**src/common/dps_pkg.sv**
```systemverilog
// shared constants, types and helpers of the two-channel pin switch
package dps_pkg;

  localparam int CLK_NS = 10;

  // slot timing, standard and overdrive speed, in ns
  localparam int SAMPLE_STD_NS = 30000;
  localparam int SAMPLE_OD_NS  = 3000;
  localparam int HOLD_STD_NS   = 25000;
  localparam int HOLD_OD_NS    = 2500;
  localparam int RST_STD_NS    = 480000;
  localparam int RST_OD_NS     = 48000;
  localparam int PDH_STD_NS    = 30000;
  localparam int PDH_OD_NS     = 3000;
  localparam int PDL_STD_NS    = 120000;
  localparam int PDL_OD_NS     = 12000;
  localparam int HOLDOFF_NS    = 1000;
  localparam int FILT_NS       = 100;

  function automatic int cyc_up(input int ns);
    int c;
    c = (ns + CLK_NS - 1) / CLK_NS;
    return (c < 1) ? 1 : c;
  endfunction

  function automatic int cyc_dn(input int ns);
    int c;
    c = ns / CLK_NS;
    return (c < 1) ? 1 : c;
  endfunction

  localparam int SAMPLE_STD_CYC = cyc_up(SAMPLE_STD_NS);
  localparam int SAMPLE_OD_CYC  = cyc_up(SAMPLE_OD_NS);
  localparam int HOLD_STD_CYC   = cyc_dn(HOLD_STD_NS);
  localparam int HOLD_OD_CYC    = cyc_dn(HOLD_OD_NS);
  localparam int RST_STD_CYC    = cyc_up(RST_STD_NS);
  localparam int RST_OD_CYC     = cyc_up(RST_OD_NS);
  localparam int PDH_STD_CYC    = cyc_up(PDH_STD_NS);
  localparam int PDH_OD_CYC     = cyc_up(PDH_OD_NS);
  localparam int PDL_STD_CYC    = cyc_up(PDL_STD_NS);
  localparam int PDL_OD_CYC     = cyc_up(PDL_OD_NS);
  localparam int HOLDOFF_CYC    = cyc_up(HOLDOFF_NS);
  localparam int FILT_CYC       = cyc_up(FILT_NS);

  localparam logic [7:0] CMD_SKIP_ROM  = 8'hCC;
  localparam logic [7:0] CMD_PIN_READ  = 8'hF5;
  localparam logic [7:0] CMD_PIN_WRITE = 8'h5A;
  localparam logic [7:0] BYTE_CONFIRM  = 8'hAA;
  localparam logic [7:0] BYTE_INVALID  = 8'hFF;
  localparam logic [1:0] LATCH_RESET   = 2'h3;

  typedef enum logic [3:0] {
    PH_IDLE, PH_PRES_WAIT, PH_PRES_LOW, PH_ROM, PH_FUNC,
    PH_READ, PH_WR_DATA, PH_WR_INV, PH_WR_TX, PH_WR_WAIT, PH_INVALID
  } dps_phase_e;

  typedef struct packed {
    logic fall;
    logic rose;
    logic high;
  } dps_line_s;

  typedef struct packed {
    logic       high;
    logic [7:0] lowrun;
    logic [7:0] hold;
    logic       fall;
    logic       rose;
  } dps_filt_s;

  typedef struct packed {
    dps_phase_e  phase;
    logic [15:0] timer;
    logic        in_slot;
    logic [2:0]  bitcnt;
    logic [7:0]  shreg;
    logic [7:0]  wdata;
    logic        drive;
    logic [1:0]  latch;
    logic        step;
  } dps_state_s;

  // low nibble pin a, latch a, pin b, latch b; high nibble its inverse
  function automatic logic [7:0] status_byte(input logic [1:0] pins,
                                             input logic [1:0] latch);
    logic [3:0] lo;
    lo = {latch[1], pins[1], latch[0], pins[0]};
    return {~lo, lo};
  endfunction

endpackage

```
**src/rtl/dps_fifo.sv**
```systemverilog
// small valid/ready fifo for outgoing bytes
`timescale 1ns/1ps
module dps_fifo #(
  parameter int WIDTH = 8,
  parameter int DEPTH = 4
) (
  input  wire logic             clk,
  input  wire logic             rst_n,
  input  wire logic             flush,
  input  wire logic             in_valid,
  output logic                  in_ready,
  input  wire logic [WIDTH-1:0] in_data,
  output logic                  out_valid,
  input  wire logic             out_ready,
  output logic      [WIDTH-1:0] out_data
);
  localparam int AW = (DEPTH > 1) ? $clog2(DEPTH) : 1;

  typedef struct packed {
    logic [DEPTH-1:0][WIDTH-1:0] mem;
    logic [AW-1:0]               rd;
    logic [AW-1:0]               wr;
    logic [AW:0]                 cnt;
  } dps_fifo_s;

  dps_fifo_s st;
  dps_fifo_s next_st;
  logic      push;
  logic      pop;

  function automatic logic [AW-1:0] bump(input logic [AW-1:0] p);
    return (p == AW'(DEPTH - 1)) ? '0 : p + AW'(1);
  endfunction

  assign in_ready  = (st.cnt != (AW+1)'(DEPTH));
  assign out_valid = (st.cnt != '0);
  assign out_data  = st.mem[st.rd];
  assign push      = in_valid && in_ready;
  assign pop       = out_valid && out_ready;

  always_comb begin
    next_st = st;
    if (push) begin
      next_st.mem[st.wr] = in_data;
      next_st.wr = bump(st.wr);
    end
    if (pop) begin
      next_st.rd = bump(st.rd);
    end
    next_st.cnt = st.cnt + (AW+1)'(push) - (AW+1)'(pop);
    if (flush) begin
      next_st.rd  = '0;
      next_st.wr  = '0;
      next_st.cnt = '0;
    end
  end

  always_ff @(posedge clk or negedge rst_n) begin
    if (!rst_n) begin
      st <= '0;
    end else begin
      st <= next_st;
    end
  end
endmodule

```
**src/rtl/dps_line_filter.sv**
```systemverilog
// slot-start detector with fall filter and rising-edge hold-off
`timescale 1ns/1ps
module dps_line_filter #(
  parameter int FILT = dps_pkg::FILT_CYC,
  parameter int HOLD = dps_pkg::HOLDOFF_CYC
) (
  input  wire logic            clk,
  input  wire logic            rst_n,
  input  wire logic            line_in,
  input  wire logic            overdrive,
  output dps_pkg::dps_line_s   line
);
  dps_pkg::dps_filt_s st;
  dps_pkg::dps_filt_s next_st;
  logic [7:0]         need;

  // the long filter costs slot margin, so overdrive skips it
  assign need = overdrive ? 8'h01 : 8'(FILT); // [RQ8]

  always_comb begin
    next_st      = st;
    next_st.fall = 1'b0;
    next_st.rose = 1'b0;
    if (!line_in) begin
      next_st.lowrun = (st.lowrun == 8'hFF) ? st.lowrun : st.lowrun + 8'h01;
    end else begin
      next_st.lowrun = 8'h00; // a glitch that ends resets the run [RQ9]
    end
    if (st.hold != 8'h00) begin
      next_st.hold = st.hold - 8'h01;
    end
    if (st.high) begin
      // a low still present once hold-off has run out starts a slot
      if (!line_in && (st.lowrun + 8'h01 >= need) && st.hold == 8'h00) begin
        next_st.high = 1'b0; // [RQ10] [RQ18]
        next_st.fall = 1'b1;
      end
    end else if (line_in) begin
      next_st.high = 1'b1;
      next_st.rose = 1'b1;
      next_st.hold = 8'(HOLD); // [RQ9]
    end
  end

  always_ff @(posedge clk or negedge rst_n) begin
    if (!rst_n) begin
      st <= '{high: 1'b1, default: '0};
    end else begin
      st <= next_st;
    end
  end

  assign line.fall = st.fall;
  assign line.rose = st.rose;
  assign line.high = st.high;
endmodule

```
**src/rtl/dps_switch.sv**
```systemverilog
// slave end of the single-wire link with two open-drain pins
// How it works
// (RQ1) master opens read slot like write-one
// (RQ2) zero bit: pull low, release at hold
// (RQ3) one bit: never pull the line low
// (RQ4) master samples inside its sampling window
// (RQ5) master waits full slot for recovery
// (RQ6) master keeps read low time short
// (RQ7) many slaves: master lengthens recovery
// (RQ8) fall filter at standard speed only
// (RQ9) ignore glitches ending inside hold-off
// (RQ10) low past hold-off starts new slot
// (RQ11) reset, presence, select, then function command
// (RQ12) read command streams status bytes until reset
// (RQ13) write: byte, inverse, confirm, status
// (RQ14) write exchange repeats until reset
// (RQ15) bad inverse: keep outputs, send FF forever
// (RQ16) single slave may use skip selection
// (RQ17) input sensing needs latch at one
// (RQ18) slot timer starts at line fall
// (RQ19) bytes go least significant bit first
// (RQ20) bit0 first channel, bit1 second channel
`timescale 1ns/1ps
module dps_switch #(
  parameter int RST_STD = dps_pkg::RST_STD_CYC,
  parameter int RST_OD  = dps_pkg::RST_OD_CYC,
  parameter int PDL_STD = dps_pkg::PDL_STD_CYC,
  parameter int PDL_OD  = dps_pkg::PDL_OD_CYC,
  parameter int DEPTH   = 4
) (
  input  wire logic       clk,
  input  wire logic       rst_n,
  input  wire logic       line_in,
  output logic            line_out,
  output logic            line_oe,
  input  wire logic       overdrive,
  input  wire logic [1:0] pin_in,
  output logic      [1:0] pin_out,
  output logic      [1:0] pin_oe
);
  dps_pkg::dps_state_s st;
  dps_pkg::dps_state_s next_st;
  dps_pkg::dps_line_s  line;

  logic        push_valid;
  logic        push_ready;
  logic [7:0]  push_data;
  logic        tx_valid;
  logic        tx_pop;
  logic [7:0]  tx_data;
  logic        flush;
  logic        tx_mode;
  logic        byte_done;
  logic [7:0]  rx_byte;
  logic [15:0] t_sample;
  logic [15:0] t_hold;
  logic [15:0] t_rst;
  logic [15:0] t_pdh;
  logic [15:0] t_pdl;

  dps_line_filter u_filt (
    .clk       (clk),
    .rst_n     (rst_n),
    .line_in   (line_in),
    .overdrive (overdrive),
    .line      (line)
  );

  // outgoing bytes queue here; a full queue stalls the producer
  dps_fifo #(
    .WIDTH (8),
    .DEPTH (DEPTH)
  ) u_txq (
    .clk       (clk),
    .rst_n     (rst_n),
    .flush     (flush),
    .in_valid  (push_valid),
    .in_ready  (push_ready),
    .in_data   (push_data),
    .out_valid (tx_valid),
    .out_ready (tx_pop),
    .out_data  (tx_data)
  );

  assign t_sample = overdrive ? 16'(dps_pkg::SAMPLE_OD_CYC)
                              : 16'(dps_pkg::SAMPLE_STD_CYC);
  assign t_hold   = overdrive ? 16'(dps_pkg::HOLD_OD_CYC)
                              : 16'(dps_pkg::HOLD_STD_CYC);
  assign t_rst    = overdrive ? 16'(RST_OD) : 16'(RST_STD);
  assign t_pdh    = overdrive ? 16'(dps_pkg::PDH_OD_CYC)
                              : 16'(dps_pkg::PDH_STD_CYC);
  assign t_pdl    = overdrive ? 16'(PDL_OD) : 16'(PDL_STD);

  assign tx_mode = st.phase inside {dps_pkg::PH_READ, dps_pkg::PH_WR_TX,
                                    dps_pkg::PH_WR_WAIT,
                                    dps_pkg::PH_INVALID};
  assign rx_byte = {line_in, st.shreg[7:1]}; // [RQ19]

  always_comb begin
    next_st    = st;
    push_valid = 1'b0;
    push_data  = 8'h00;
    tx_pop     = 1'b0;
    flush      = 1'b0;
    byte_done  = 1'b0;
    if (st.timer != 16'hFFFF) begin
      next_st.timer = st.timer + 16'h0001;
    end

    unique case (st.phase)
      dps_pkg::PH_PRES_WAIT: begin
        if (st.timer == t_pdh) begin
          next_st.drive = 1'b1; // [RQ11]
          next_st.timer = 16'h0000;
          next_st.phase = dps_pkg::PH_PRES_LOW;
        end
      end
      dps_pkg::PH_PRES_LOW: begin
        if (st.timer == t_pdl) begin
          next_st.drive = 1'b0;
          next_st.phase = dps_pkg::PH_ROM;
        end
      end
      default: begin
        // slot timer runs from the filtered fall
        if (line.fall) begin
          next_st.timer   = 16'h0000; // [RQ18]
          next_st.in_slot = 1'b1;
          if (tx_mode && tx_valid) begin
            // only a zero pulls; a one leaves the line to rise [RQ2] [RQ3]
            next_st.drive = ~tx_data[st.bitcnt]; // [RQ19]
          end
        end
        // a slot ends at its own sample or hold point, not at the rise,
        // since a one bit rises long before either
        if (st.in_slot && st.timer == t_sample && !tx_mode) begin
          next_st.in_slot = 1'b0;
          next_st.shreg  = rx_byte;
          next_st.bitcnt = st.bitcnt + 3'h1;
          byte_done      = (st.bitcnt == 3'h7);
        end
        if (st.in_slot && st.timer == t_hold && tx_mode) begin
          next_st.in_slot = 1'b0;
          next_st.drive = 1'b0; // [RQ2]
          if (tx_valid) begin
            next_st.bitcnt = st.bitcnt + 3'h1;
            tx_pop         = (st.bitcnt == 3'h7);
          end
        end
        if (line.rose) begin
          if (st.timer >= t_rst) begin
            // a long low outside the presence phases restarts the whole access [RQ11]
            flush           = 1'b1;
            next_st.in_slot = 1'b0;
            next_st.drive   = 1'b0;
            next_st.bitcnt  = 3'h0;
            next_st.timer   = 16'h0000;
            next_st.phase   = dps_pkg::PH_PRES_WAIT;
          end
        end
      end
    endcase

    if (byte_done && !flush) begin
      unique case (st.phase)
        dps_pkg::PH_ROM: begin
          // only skip selection is decoded here [RQ16]
          next_st.phase = (rx_byte == dps_pkg::CMD_SKIP_ROM)
                          ? dps_pkg::PH_FUNC : dps_pkg::PH_IDLE;
        end
        dps_pkg::PH_FUNC: begin
          if (rx_byte == dps_pkg::CMD_PIN_READ) begin
            next_st.phase = dps_pkg::PH_READ; // [RQ12]
          end else if (rx_byte == dps_pkg::CMD_PIN_WRITE) begin
            next_st.phase = dps_pkg::PH_WR_DATA; // [RQ13]
          end else begin
            next_st.phase = dps_pkg::PH_IDLE;
          end
        end
        dps_pkg::PH_WR_DATA: begin
          next_st.wdata = rx_byte;
          next_st.phase = dps_pkg::PH_WR_INV;
        end
        dps_pkg::PH_WR_INV: begin
          if (rx_byte == ~st.wdata) begin
            next_st.latch = st.wdata[1:0]; // upper bits ignored [RQ20]
            next_st.step  = 1'b0;
            next_st.phase = dps_pkg::PH_WR_TX; // [RQ13]
          end else begin
            next_st.phase = dps_pkg::PH_INVALID; // latch kept [RQ15]
          end
        end
        default: begin
        end
      endcase
    end

    // status is sampled when queued, so it can lag by queue depth
    if (!flush) begin
      unique case (st.phase)
        dps_pkg::PH_READ: begin
          push_valid = 1'b1;
          push_data  = dps_pkg::status_byte(pin_in, st.latch); // [RQ12]
        end
        dps_pkg::PH_INVALID: begin
          push_valid = 1'b1;
          push_data  = dps_pkg::BYTE_INVALID; // [RQ15]
        end
        dps_pkg::PH_WR_TX: begin
          push_valid = 1'b1;
          push_data  = st.step ? dps_pkg::status_byte(pin_in, st.latch)
                               : dps_pkg::BYTE_CONFIRM; // [RQ13]
          if (push_ready) begin
            next_st.step = ~st.step;
            if (st.step) begin
              next_st.phase = dps_pkg::PH_WR_WAIT;
            end
          end
        end
        dps_pkg::PH_WR_WAIT: begin
          if (!tx_valid) begin
            next_st.bitcnt = 3'h0;
            next_st.phase  = dps_pkg::PH_WR_DATA; // [RQ14]
          end
        end
        default: begin
        end
      endcase
    end
  end

  always_ff @(posedge clk or negedge rst_n) begin
    if (!rst_n) begin
      st <= '{phase: dps_pkg::PH_IDLE, latch: dps_pkg::LATCH_RESET,
              default: '0};
    end else begin
      st <= next_st;
    end
  end

  assign line_out = 1'b0;
  assign line_oe  = st.drive;
  // a latch at one releases the pin so it can be sensed [RQ17]
  assign pin_out  = 2'b00;
  assign pin_oe   = ~st.latch;
endmodule
```
**config.mk**
```make
export PLATFORM = sky130hd
export DESIGN_NAME = dps_switch
export DESIGN_NICKNAME = d
export VERILOG_FILES = /design/src/common/dps_pkg.sv /design/src/rtl/dps_fifo.sv /design/src/rtl/dps_line_filter.sv /design/src/rtl/dps_switch.sv
export SDC_FILE = /design/constraint.sdc
export NUM_CORES = 1
export LEC_CHECK = 0
export ABC_AREA = 1
export BUFFER_PORTS_ARGS = -buffer_cell sky130_fd_sc_hd__buf_2
export CORE_ASPECT_RATIO = 1.5
export CORE_MARGIN = 8
export CORE_UTILIZATION = 65
export DETAILED_ROUTE_END_ITERATION = 6
export PLACE_DENSITY = 0.82
export SYNTH_ARGS = -nofsm -noshare
export SYNTH_HDL_FRONTEND = slang
export SYNTH_SLANG_ARGS = --single-unit
```
**constraint.sdc**
```tcl
create_clock -name clk -period 5.34 [get_ports clk]
set_input_delay 0.534 -clock clk [delete_from_list [all_inputs] [get_ports clk]]
set_output_delay 0.534 -clock clk [all_outputs]
set_load 0.03 [all_outputs]
```
==> tab_implementation.tex, run 1 <==
\begin{tabular}{lr}
\hline
Metric & Value \\
\hline
\multicolumn{2}{l}{\textbf{Logic synthesis}} \\
Count of synthesis-stage warnings from yosys & 0 \\
Fraction of the mapped netlist area in compound gates & 12.9\% \\
EDFF count, synth & 0 \\
Dominant register cell in the synthesized netlist & sky130\_fd\_sc\_hd\_\_dfrtp\_1 \\
Number of distinct standard cells referenced by the synthesized netlist & 45 \\
Xor-xnor portion of the synthesized cell area & 3.07\% \\
Share of synthesized cell area in full adder, half adder and majority cells & 4.71\% \\
Post-Syn Area per Cell & 7.63 µm² \\
Synth area leaders & sky130\_fd\_sc\_hd\_\_dfrtp\_1 (39\%), sky130\_fd\_sc\_hd\_\_nand2\_1 (12\%), sky130\_fd\_sc\_hd\_\_inv\_1 (6.9\%) \\
Number of cells produced by synthesis & 822 \\
Main combinational cell family by area after synthesis & simple AND/OR/NAND/NOR gates \\
Fraction of synthesis flops using an asynchronous set or reset pin & 100\% \\
Count of state elements after synthesis & 101 \\
Mux share of post-synthesis cell area & 0\% \\
Post-synthesis simple-gate area fraction & 28.5\% \\
Post-synth design cell area & 0.00627 mm² \\
Share of the yosys chip area belonging to registers & 40.4\% \\
Post-synthesis cell type with the largest combined area & sky130\_fd\_sc\_hd\_\_dfrtp\_1 \\
Area share of the largest cell type after synthesis & 39.1\% \\
\multicolumn{2}{l}{\textbf{Global routing}} \\
Wire length of the first global-routing pass & 24700 µm \\
Largest net degree at the start of global routing & 56 \\
Tot GR Track Use & 23.7\% \\
Number of global-route vias before repair & 5334 \\
Total global routing overflow & 0 \\
Initial antenna violation count & 0 \\
\multicolumn{2}{l}{\textbf{Floorplanning}} \\
Number of placement rows & 44 \\
Number of top-level design ports & 12 \\
Die span in x & 96.2 µm \\
Total Die Area & 0.0131 mm² \\
Core Region & 0.00952 mm² \\
Starting density of the core & 65.8\% \\
Die extent in y & 136 µm \\
\multicolumn{2}{l}{\textbf{Finish}} \\
Fillcell total & 796 \\
Cell area after layout & 0.00662 mm² \\
Post-layout net count & 850 \\
Inserted Diodes & 0 \\
Layout cells sized above 1 & 10.3\% \\
Layout area overhead & 5.67\% \\
\multicolumn{2}{l}{\textbf{STA}} \\
Final worst path period share & 58.3\% \\
Max-Slew Margin vs Limit & 30.9\% \\
Total Negative Setup Slacks & 0 ns \\
Number of hold violations in the final report & 0 \\
Final Max Slew Viols & 0 \\
Worst-case clock skew & 0.00788 ns \\
Crit path time final & 3.11 ns \\
RSZ-0062 raised after global routing & no \\
Max Clk Rate & 321 MHz \\
Number of failing setup endpoints in the final timing report & 0 \\
Worst slew pin tran & 1.04 ns \\
\multicolumn{2}{l}{\textbf{Pwr}} \\
Leakage power of the design & 0.00328 µW \\
Power density over the cells & 252 mW/mm² \\
Worst VDD drop & 0.000252 V \\
\multicolumn{2}{l}{\textbf{Critical path}} \\
CP Launch Type & register \\
Critical path data arrival time & 3.36 ns \\
End of the worst register-to-register path & u\_txq.st[2]\$\_DFF\_PN0\_ \\
Element type at the critical path end & register \\
R2R cell count & 15 \\
Register-to-register setup slack & 2.23 ns \\
Maximum net fanout on the critical path & 21 \\
Crit Path Class & register to register \\
Worst Setup EP & u\_txq.st[2]\$\_DFF\_PN0\_ \\
Launching instance or port of the critical path & st[35]\$\_DFF\_PN0\_ \\
Source of the worst register-to-register timing path & st[35]\$\_DFF\_PN0\_ \\
Data required time of the critical path & 5.59 ns \\
\multicolumn{2}{l}{\textbf{Place}} \\
Detailed Place HPWL & 10700 µm \\
Placed Instance Area & 0.00630 mm² \\
Final Wtd Congestion & 0.936 \\
Port bufs & 8 \\
\multicolumn{2}{l}{\textbf{Drt}} \\
Post-route ant nets & 0 \\
Detailed-route wire length & 14400 µm \\
Drt pass-1 iters & 5 \\
Routed length per placed instance & 15.3 µm \\
Remaining routing DRC violations & 0 \\
Number of DRC violations after detailed-routing iteration 0 & 277 \\
Number of vias in the routed layout & 5363 \\
Routed vias/inst & 5.70 \\
\multicolumn{2}{l}{\textbf{Clock tree}} \\
TritonCTS clock tree & yes \\
Clock slew at the register clock pins of the worst setup and hold paths & 0.07 ns \\
Clock Sinks & 101 \\
H-tree lvl count & 3 \\
Total clock buffers created by CTS & 9 \\
Post-CTS repair timing setup buffer count & 0 \\
Number of gates resized after CTS & 0 \\
Buffer depth of the longest clock path & 2 \\
Later-pin clock latency in the skew report & 0.35 ns \\
CTS root buf & sky130\_fd\_sc\_hd\_\_clkbuf\_16 \\
Count of hold-fix buffers inserted at cts & 0 \\
\multicolumn{2}{l}{\textbf{Job}} \\
Number of max-cap violations & 0 \\
\multicolumn{2}{l}{\textbf{Run status}} \\
Outcome & finished, final reports clean \\
\multicolumn{2}{l}{\textbf{Worst hold path}} \\
Class of the most critical hold timing path & input pin to async pin \\
\hline
\end{tabular}
## per-stage QoR
stage                     worst slack [ns]  utilization, %  power [µW]  cells  hold WS, ns
after floorplan                       2.68               -         924    824        0.238
after global placement                2.00            66.1         958    925        0.459
after detailed placement              1.91            66.1         969    925        0.474
after CTS                             2.24            69.5        1680    941        0.197
after global routing                  1.98            69.5        1730    941        0.238
final                                 2.23            69.5        1670    941        0.178
## worst max-delay path: stages (launching register included)
cell and delay [ns]:
sky130_fd_sc_hd__dfrtp_1 0.45, sky130_fd_sc_hd__ha_1 0.38, sky130_fd_sc_hd__inv_1 0.07, sky130_fd_sc_hd__nor2_2 0.12, sky130_fd_sc_hd__nand3_1 0.08, sky130_fd_sc_hd__nor2_1 0.10
sky130_fd_sc_hd__nand2_1 0.06, sky130_fd_sc_hd__nand2_2 0.10, sky130_fd_sc_hd__nand3_2 0.24, sky130_fd_sc_hd__nand3_4 0.36, sky130_fd_sc_hd__inv_1 0.13, sky130_fd_sc_hd__ha_1 0.23
sky130_fd_sc_hd__fa_1 0.38, sky130_fd_sc_hd__xor2_1 0.17, sky130_fd_sc_hd__nand2_1 0.07, sky130_fd_sc_hd__inv_1 0.04
## how the worst min path moves through the flow
stage	startpoint	endpoint	slack, ns	cells after the start
after floorplan	rst_n	line_oe$_DFFE_PN0P_	0.24	0
after global placement	u_txq.st[11]$_DFFE_PN0P_	u_txq.st[11]$_DFFE_PN0P_	0.46	2
after detailed placement	u_txq.st[12]$_DFFE_PN0P_	u_txq.st[12]$_DFFE_PN0P_	0.47	2
after CTS	rst_n	u_txq.st[21]$_DFFE_PN0P_	0.20	1
after global routing	rst_n	u_txq.st[21]$_DFFE_PN0P_	0.24	1
final	rst_n	u_txq.st[21]$_DFFE_PN0P_	0.18	1
## cell families after synthesis
family,count (synthesis)
AO/OA/AOI/OAI,145
XOR/XNOR,22
adder cells (fa/ha/maj),23
buffers and inverters,150
flip-flops,101
other,1
AND/OR/NAND/NOR,380
## final cells by class
| cell class | instances | area [µm²] | area share (%) |
|---|---|---|---|
| flip-flops and latches | 101 | 2530 | 38.2 |
| inverters | 127 | 478 | 7.22 |
| clock inverters | 5 | 81.3 | 1.23 |
| repair buffers | 9 | 50.0 | 0.756 |
| multi-input cells | 573 | 3100 | 46.8 |
| clock buffers | 11 | 243 | 3.66 |
| well taps | 115 | 144 | 2.17 |
## per-layer routing
metal	share of wire, %	routed length [µm]	track usage [%]
met3	3.7	529	3.76
met1	40	5720	26.3
met2	54	7720	43.0
met5	0	0	0
met4	2.8	408	9.79
## Yosys cell counts (9+ instances only)
library cell               count
sky130_fd_sc_hd__buf_4         9
sky130_fd_sc_hd__dfrtp_1      98
sky130_fd_sc_hd__nor2_1       59
sky130_fd_sc_hd__nor3_1       23
sky130_fd_sc_hd__a21oi_1      33
sky130_fd_sc_hd__o21ai_0      75
sky130_fd_sc_hd__nand3_1      49
sky130_fd_sc_hd__xor2_1       14
sky130_fd_sc_hd__nand4_1      10
sky130_fd_sc_hd__o21ai_1       9
sky130_fd_sc_hd__o211ai_1     11
sky130_fd_sc_hd__inv_2        10
sky130_fd_sc_hd__ha_1         22
sky130_fd_sc_hd__nand2_1     193
sky130_fd_sc_hd__inv_1       116
## layout by cell type (no fill, tap or decap), drive strengths merged
cell type,n
clkinvlp,1
nor3b,1
nor4,6
buf,9
a31o,2
clkbuf,11
clkinv,2
a21oi,34
nand3,53
a22oi,1
conb,3
nand2,202
xor2,14
dfstp,3
o211ai,11
nor2,77
bufinv,2
nand4,11
o21bai,3
or2,5
o21a,1
dfrtp,98
fa,1
inv,127
ha,22
nand3b,2
xnor2,8
nor3,23
o21ai,92
a21boi,1
## where the power goes
| part | internal (µW) | leakage (µW) | switching [µW] | total, µW |
|---|---|---|---|---|
| Clock | 425 | 0.000156 | 288 | 713 |
| Combinational | 47.3 | 0.00192 | 83.0 | 130 |
| Sequential | 798 | 0.00121 | 25.3 | 823 |
| Total | 1270 | 0.00328 | 396 | 1670 |
## registers in the layout (all words and copies together) (netlist names)
signal       flops
u_filt.st       16
u_txq.st        39
line_oe          1
u_filt.line      3
st              35
rx_byte          7
No activity file was read; power rests on OpenSTA's default activity.
==> run 2: changes to the inputs <==
- CORE_UTILIZATION: 65 -> 64
- PLACE_DENSITY: 0.82 -> 0.81
- clock period: 5.34 -> 3 ns (I/O delays scaled with it)
==> tab_implementation.tex, run 2 (synthesized netlist as in run 1, its figures left out) <==
\begin{tabular}{lr}
\hline
Metric & Value \\
\hline
\multicolumn{2}{l}{\textbf{Clock tree}} \\
Number of gates resized after CTS & 0 (unchanged) \\
Total clock buffers created by CTS & 9 (unchanged) \\
CTS root buf & sky130\_fd\_sc\_hd\_\_clkbuf\_16 \\
H-tree lvl count & 3 (unchanged) \\
TritonCTS clock tree & yes \\
Clock slew at the register clock pins of the worst setup and hold paths & 0.07 ns (about the same) \\
Buffer depth of the longest clock path & 2 (unchanged) \\
Clock Sinks & 101 (unchanged) \\
Later-pin clock latency in the skew report & 0.35 ns (about the same) \\
\multicolumn{2}{l}{\textbf{Global routing}} \\
Wire length of the first global-routing pass & 24500 µm (-0.62\%) \\
Tot GR Track Use & 22.3\% (-1.4 points) \\
Initial antenna violation count & 0 (unchanged) \\
Total global routing overflow & 0 (unchanged) \\
Largest net degree at the start of global routing & 44 (-21\%) \\
Number of global-route vias before repair & 5450 (+2.2\%) \\
\multicolumn{2}{l}{\textbf{Critical path}} \\
Launching instance or port of the critical path & st[35]\$\_DFF\_PN0\_ \\
CP Launch Type & register \\
End of the worst register-to-register path & u\_txq.st[2]\$\_DFF\_PN0\_ \\
Critical path data arrival time & 2.91 ns (-0.45 ns) \\
Data required time of the critical path & 3.25 ns (-2.34 ns) \\
Cells traversed along the worst timing path & ha\_1 > nand2\_1 > nor3\_1 > nand2\_1 > nor2\_1 > nand3\_1 > nor2\_2 > ha\_1 > inv\_1 > ha\_1 > fa\_1 > xor2\_1 > nand2\_1 > inv\_1 \\
Maximum net fanout on the critical path & 5 (-76\%) \\
Element type at the critical path end & register \\
Delay of the slowest cell on the worst path & 0.42 ns (-0.03 ns) \\
Register-to-register setup slack & 0.34 ns (-1.89 ns) \\
Crit Path Class & register to register \\
Source of the worst register-to-register timing path & st[35]\$\_DFF\_PN0\_ \\
R2R cell count & 14 (-1) \\
Cell type of the slowest stage on the worst timing path & sky130\_fd\_sc\_hd\_\_dfrtp\_1 \\
\multicolumn{2}{l}{\textbf{Drt}} \\
Number of DRC violations after detailed-routing iteration 0 & 271 (-2.2\%) \\
Number of vias in the routed layout & 5369 (+0.11\%) \\
Remaining routing DRC violations & 0 (unchanged) \\
Post-route ant nets & 0 (unchanged) \\
Routed vias/inst & 5.64 (-1.0\%) \\
Drt pass-1 iters & 5 (unchanged) \\
Routed length per placed instance & 14.8 µm (-3.3\%) \\
Detailed-route wire length & 14100 µm (-2.2\%) \\
\multicolumn{2}{l}{\textbf{Floorplanning}} \\
Core Region & 0.00963 mm² (+1.2\%) \\
Die span in x & 96.8 µm (+0.65\%) \\
Starting density of the core & 65.1\% (-0.75 points) \\
Number of top-level design ports & 12 (unchanged) \\
Total Die Area & 0.0133 mm² (+1.3\%) \\
Die extent in y & 137 µm (+0.69\%) \\
Number of placement rows & 44 (unchanged) \\
\multicolumn{2}{l}{\textbf{Pwr}} \\
Clk pwr share & 39.7\% (-3.1 points) \\
Sequential power share & 52.1\% (+2.7 points) \\
Power density over the cells & 422 mW/mm² (+68\%) \\
Proportion of power drawn by combinational gates & 8.2\% (+0.4 points) \\
Leakage power of the design & 0.00332 µW (+1.1\%) \\
Net switching power & 696 µW (+76\%) \\
Cell internal power dissipation & 2120 µW (+67\%) \\
Switching power as a share of total power & 24.7\% (+0.95 points) \\
Worst VDD drop & 0.000410 V (+63\%) \\
\multicolumn{2}{l}{\textbf{STA}} \\
Final hold slack & 0.318 ns (+0.140 ns) \\
Max Clk Rate & 376 MHz (+17\%) \\
Number of failing setup endpoints in the final timing report & 0 (unchanged) \\
Final worst path period share & 88.7\% (+30 points) \\
Max-Slew Margin vs Limit & 32.5\% (+1.6 points) \\
Worst-case clock skew & 0.00723 ns (-0.000648 ns) \\
Crit path time final & 2.66 ns (-0.454 ns) \\
Number of hold violations in the final report & 0 (unchanged) \\
Final Max Slew Viols & 0 (unchanged) \\
Total Negative Setup Slacks & 0 ns (unchanged) \\
RSZ-0062 raised after global routing & no \\
Worst slew pin tran & 1.01 ns (-0.0244 ns) \\
\multicolumn{2}{l}{\textbf{Run status}} \\
Outcome & finished, final reports clean \\
\multicolumn{2}{l}{\textbf{Place}} \\
Final Wtd Congestion & 0.942 (+0.69\%) \\
Detailed Place HPWL & 10400 µm (-2.6\%) \\
Port bufs & 8 (unchanged) \\
\multicolumn{2}{l}{\textbf{Finish}} \\
Most common library cell in the layout ignoring fill and taps & sky130\_fd\_sc\_hd\_\_nand2\_1 \\
Inserted Diodes & 0 (unchanged) \\
Layout area overhead & 6.35\% \\
Most frequent cells in the layout & sky130\_fd\_sc\_hd\_\_nand2\_1 (193), sky130\_fd\_sc\_hd\_\_inv\_1 (116), sky130\_fd\_sc\_hd\_\_dfrtp\_1 (98), sky130\_fd\_sc\_hd\_\_o21ai\_0 (75), sky130\_fd\_sc\_hd\_\_nor2\_1 (59) \\
Layout cells sized above 1 & 11.2\% (+0.94 points) \\
Post-layout net count & 861 (+1.3\%) \\
Registers with the most flip-flops & u\_txq.st (39), st (35), u\_filt.st (16) \\
Most flop-heavy register & u\_txq.st \\
Largest register FFs & 39 (unchanged) \\
\multicolumn{2}{l}{\textbf{Worst hold path}} \\
Hold-critical path endpoint & rx\_byte[6]\$\_DFFE\_PN0P\_ \\
Hold Startpoint & line\_in \\
Class of the most critical hold timing path & input pin to register \\
Hold Path Depth & 3 \\
\multicolumn{2}{l}{\textbf{Job}} \\
Number of max-cap violations & 0 (unchanged) \\
\hline
\end{tabular}
-- run 2: worst max path at each step --
stage,endpoint
after global routing,u_txq.st[2]$_DFF_PN0_
after detailed placement,u_txq.st[2]$_DFF_PN0_
after CTS,u_txq.st[2]$_DFF_PN0_
final,u_txq.st[2]$_DFF_PN0_
after global placement,u_txq.st[2]$_DFF_PN0_
after floorplan,u_txq.st[2]$_DFF_PN0_
-- run 2: routing by layer --
layer	vias to the layer above	part of all wire, %	track usage (%)
met5	-	0	0
met4	0	3.9	11.8
met3	47	3.6	3.61
met2	142	52	41.2
met1	2532	40	24.0
li1	2648	-	-
-- run 2: power by group through the flow --
stage / combinational [µW] / sequential [µW] / clock [µW]
after detailed placement: 229 / 1490 / 0
after global routing: 265 / 1470 / 1190
after CTS: 233 / 1460 / 1130
after floorplan: 164 / 1480 / 0
after global placement: 222 / 1490 / 0
final: 230 / 1470 / 1120
-- run 2: cell type report --
cell class / instances / area, µm²
Sequential cell: 101 / 2530
Timing Repair Buffer: 20 / 135
Tap cell: 115 / 144
Multi-Input combinational cell: 573 / 3100
Inverter: 127 / 478
Clock buffer: 13 / 260
Fill cell: 821 / 2970
Clock inverter: 3 / 21.3
-- run 2: metrics by stage --
stage	util [%]	cells	worst slack (ns)	total power (µW)	cell area, µm²
6_report	69.2	952	0.340	2810	6670
5_1_grt	69.2	952	0.123	2930	6670
4_1_cts	69.2	952	0.345	2830	6670
3_5_place_dp	66.2	935	0.246	1720	6370
3_3_place_gp	66.2	935	0.308	1710	6370
2_1_floorplan	-	824	0.471	1640	6280
-- run 2: worst max-delay path, delay by kind of cell (launching register included) --
family                     cells  cell delay [ns]
xor gates and xnor gates       1             0.17
buffers and inverters          2             0.08
and+or+nand+nor                7             0.81
DFF                            1             0.42
adders and majority gates      4             1.08
-- run 2: timing repair --
item,in CTS,in global routing
setup buffers,0,0
hold buffers,1,0
hold endpoints to repair,41,0
endpoints found under the setup margin,0,0
==> run 3: changes to the inputs <==
- ABC_AREA: 1 -> unset
- CORE_UTILIZATION: 64 -> 65
- PLACE_DENSITY: 0.81 -> 0.82
- clock period: 3 -> 3.1 ns (I/O delays scaled with it)
==> tab_implementation.tex, run 3 <==
\begin{tabular}{lr}
\hline
Metric & Value \\
\hline
\multicolumn{2}{l}{\textbf{Drt}} \\
Number of DRC violations after detailed-routing iteration 0 & 235 (-13\%) \\
Drt pass-1 iters & 4 (-1) \\
Remaining routing DRC violations & 0 (unchanged) \\
Routed length per placed instance & 18.9 µm (+28\%) \\
Routed vias/inst & 6.28 (+11\%) \\
Number of vias in the routed layout & 4459 (-17\%) \\
Post-route ant nets & 0 (unchanged) \\
Detailed-route wire length & 13400 µm (-4.7\%) \\
\multicolumn{2}{l}{\textbf{Place}} \\
Port bufs & 8 (unchanged) \\
Detailed Place HPWL & 9850 µm (-5.7\%) \\
Final Wtd Congestion & 0.953 (+1.1\%) \\
\multicolumn{2}{l}{\textbf{Clock tree}} \\
Count of hold-fix buffers inserted at cts & 0 (-1) \\
Later-pin clock latency in the skew report & 0.35 ns (about the same) \\
Post-CTS repair timing setup buffer count & 0 (unchanged) \\
Buffer depth of the longest clock path & 2 (unchanged) \\
TritonCTS clock tree & yes \\
Clock slew at the register clock pins of the worst setup and hold paths & 0.07 ns (about the same) \\
Total clock buffers created by CTS & 9 (unchanged) \\
Clock Sinks & 101 (unchanged) \\
CTS root buf & sky130\_fd\_sc\_hd\_\_clkbuf\_16 \\
H-tree lvl count & 3 (unchanged) \\
Number of gates resized after CTS & 0 (unchanged) \\
\multicolumn{2}{l}{\textbf{Logic synthesis}} \\
Fraction of synthesis flops using an asynchronous set or reset pin & 100\% (unchanged) \\
Synth area leaders & sky130\_fd\_sc\_hd\_\_dfrtp\_1 (41\%), sky130\_fd\_sc\_hd\_\_mux2\_2 (9.7\%), sky130\_fd\_sc\_hd\_\_ha\_1 (4.6\%) \\
Post-synth design cell area & 0.00595 mm² (-5.1\%) \\
Most frequent cell after synthesis & sky130\_fd\_sc\_hd\_\_dfrtp\_1 \\
Share of the yosys chip area belonging to registers & 42.5\% (+2.2 points) \\
List of most frequent post-synthesis cells & sky130\_fd\_sc\_hd\_\_dfrtp\_1 (98), sky130\_fd\_sc\_hd\_\_mux2\_2 (51), sky130\_fd\_sc\_hd\_\_nor2\_1 (47), sky130\_fd\_sc\_hd\_\_nand2\_1 (37), sky130\_fd\_sc\_hd\_\_nand3\_1 (28) \\
Number of distinct standard cells referenced by the synthesized netlist & 78 (+73\%) \\
EDFF count, synth & 0 (unchanged) \\
Post-synthesis cell type with the largest combined area & sky130\_fd\_sc\_hd\_\_dfrtp\_1 \\
Area share of the largest cell type after synthesis & 41.2\% (+2.1 points) \\
Count of state elements after synthesis & 101 (unchanged) \\
Number of cells produced by synthesis & 580 (-29\%) \\
Count of synthesis-stage warnings from yosys & 0 (unchanged) \\
Post-Syn Area per Cell & 10.3 µm² (+35\%) \\
Dominant register cell in the synthesized netlist & sky130\_fd\_sc\_hd\_\_dfrtp\_1 \\
\multicolumn{2}{l}{\textbf{STA}} \\
Number of hold violations in the final report & 0 (unchanged) \\
Crit path time final & 2.81 ns (+0.153 ns) \\
Max Clk Rate & 356 MHz (-5.4\%) \\
Number of failing setup endpoints in the final timing report & 0 (unchanged) \\
Max-Slew Margin vs Limit & 45.8\% (+13 points) \\
Final Max Slew Viols & 0 (unchanged) \\
Total Negative Setup Slacks & 0 ns (unchanged) \\
Worst slew pin tran & 0.801 ns (-0.212 ns) \\
RSZ-0062 raised after global routing & no \\
Worst-case clock skew & 0.00675 ns (-0.000479 ns) \\
Final worst path period share & 90.7\% (+2.1 points) \\
\multicolumn{2}{l}{\textbf{Global routing}} \\
Largest net degree at the start of global routing & 102 (+130\%) \\
Number of global-route vias before repair & 4718 (-13\%) \\
Total global routing overflow & 0 (unchanged) \\
Initial antenna violation count & 0 (unchanged) \\
Wire length of the first global-routing pass & 22700 µm (-7.4\%) \\
Tot GR Track Use & 23.0\% (+0.71 points) \\
\multicolumn{2}{l}{\textbf{Finish}} \\
Layout area overhead & 8.26\% \\
Registers with the most flip-flops & u\_txq.st (39), st (35), u\_filt.st (16) \\
Layout cells sized above 1 & 18.7\% (+7.5 points) \\
Largest register FFs & 39 (unchanged) \\
Inserted Diodes & 0 (unchanged) \\
Area taken by flip-flops and latches & 0.00253 mm² (unchanged) \\
Post-layout util & 70.9\% (+1.7 points) \\
Most frequent cells in the layout & sky130\_fd\_sc\_hd\_\_dfrtp\_1 (98), sky130\_fd\_sc\_hd\_\_mux2\_2 (51), sky130\_fd\_sc\_hd\_\_nor2\_1 (47), sky130\_fd\_sc\_hd\_\_nand2\_1 (37), sky130\_fd\_sc\_hd\_\_nand3\_1 (28) \\
Post-layout net count & 622 (-28\%) \\
Fillcell total & 674 (-18\%) \\
Most flop-heavy register & u\_txq.st \\
Most common library cell in the layout ignoring fill and taps & sky130\_fd\_sc\_hd\_\_dfrtp\_1 \\
Area occupied by multi-input gates & 0.00320 mm² (+3.2\%) \\
\multicolumn{2}{l}{\textbf{Critical path}} \\
R2R cell count & 11 (-3) \\
CP Launch Type & register \\
Element type at the critical path end & register \\
Critical path data arrival time & 3.04 ns (+0.13 ns) \\
Maximum net fanout on the critical path & 7 (+2) \\
Data required time of the critical path & 3.33 ns (+0.08 ns) \\
Crit Path Class & register to register \\
\multicolumn{2}{l}{\textbf{Floorplanning}} \\
Starting density of the core & 65.4\% (+0.38 points) \\
Die extent in y & 133 µm (-2.9\%) \\
Number of placement rows & 43 (-2.3\%) \\
Number of top-level design ports & 12 (unchanged) \\
Total Die Area & 0.0125 mm² (-5.6\%) \\
Core Region & 0.00909 mm² (-5.6\%) \\
Die span in x & 94.1 µm (-2.8\%) \\
\multicolumn{2}{l}{\textbf{Pwr}} \\
Power density over the cells & 494 mW/mm² (+17\%) \\
Worst VDD drop & 0.000425 V (+3.7\%) \\
Leakage power of the design & 0.00276 µW (-17\%) \\
\multicolumn{2}{l}{\textbf{Run status}} \\
Outcome & finished, final reports clean \\
\multicolumn{2}{l}{\textbf{Job}} \\
Number of max-cap violations & 0 (unchanged) \\
\multicolumn{2}{l}{\textbf{Worst hold path}} \\
Class of the most critical hold timing path & input pin to async pin \\
\hline
\end{tabular}
## run 3: cell types whose count changed after synthesis, moves of 12 or more
cell,before,now
sky130_fd_sc_hd__inv_1,116,23
sky130_fd_sc_hd__mux2_2,0,51
sky130_fd_sc_hd__mux2i_1,0,23
sky130_fd_sc_hd__nand2_1,193,37
sky130_fd_sc_hd__nand3_1,49,28
sky130_fd_sc_hd__nor2_1,59,47
sky130_fd_sc_hd__nor2b_1,0,12
sky130_fd_sc_hd__o21ai_0,75,12
sky130_fd_sc_hd__xnor2_1,8,20
## run 3: worst max-delay path, stage by stage (launching register included)
cell and delay [ns]:
sky130_fd_sc_hd__dfrtp_1 0.45, sky130_fd_sc_hd__nor4_1 0.30, sky130_fd_sc_hd__buf_4 0.17, sky130_fd_sc_hd__nand2_1 0.12, sky130_fd_sc_hd__nor3_1 0.24, sky130_fd_sc_hd__nand3_1 0.11
sky130_fd_sc_hd__nor2_1 0.27, sky130_fd_sc_hd__ha_1 0.29, sky130_fd_sc_hd__inv_1 0.06, sky130_fd_sc_hd__ha_1 0.15, sky130_fd_sc_hd__fa_1 0.40, sky130_fd_sc_hd__nor2b_1 0.14
## run 3: logic make-up after synthesis
family | synth area share [%]
other | 0.0630
flip-flops | 42.5
multiplexers | 14.5
AND/OR/NAND/NOR | 20.7
AO/OA/AOI/OAI | 8.77
adder cells (fa/ha/maj) | 4.96
buffers and inverters | 3.87
XOR/XNOR | 4.56
## run 3: layout make-up
cell class / instances / share of cell area (%)
multi-input cells: 430 / 49.6
flip-flops and latches: 101 / 39.3
clock buffers: 13 / 3.73
repair buffers: 27 / 3.07
well taps: 112 / 2.18
inverters: 24 / 1.40
clock inverters: 3 / 0.719
## run 3: power breakdown
part	internal [µW]	switching (µW)	leakage [µW]	total [µW]
logic	233	246	0.00135	478
registers	1430	160	0.00127	1590
clock network	631	482	0.000134	1110
## run 3: metal layers
metal | wire length, µm | share of wire, % | track usage (%)
met1 | 4970 | 37 | 23.0
met2 | 7460 | 56 | 42.2
met3 | 374 | 2.8 | 4.22
met4 | 588 | 4.4 | 13.6
met5 | 0 | 0 | 0
## run 3: stage by stage
step | setup WS [ns] | power, µW | hold WS (ns) | cell area [µm²] | std cells
final | 0.288 | 3180 | 0.00229 | 6440 | 710
after global routing | 0.0813 | 3340 | 0.0494 | 6440 | 710
after CTS | 0.315 | 3210 | 0.0390 | 6440 | 710
after detailed placement | 0.210 | 2100 | 0.414 | 6160 | 694
after global placement | 0.334 | 2060 | 0.400 | 6160 | 694
after floorplan | 0.354 | 1960 | 0.0144 | 5960 | 582
## run 3: path summary, 6_finish.rpt
path	start	endpoint	slack (ns)
max in group asynchronous	rst_n	u_filt.line[0]$_DFF_PN1_	2.65
worst max-delay path	st[36]$_DFF_PN0_	u_txq.st[1]$_DFF_PN0_	0.29
worst min register to register	u_txq.st[9]$_DFFE_PN0P_	u_txq.st[9]$_DFFE_PN0P_	0.51
min in group clk	line_in	u_filt.st[11]$_DFFE_PN0P_	0.33
worst max register to register	st[36]$_DFF_PN0_	u_txq.st[1]$_DFF_PN0_	0.29
worst min-delay path	rst_n	u_txq.st[33]$_DFFE_PN0P_	0.002
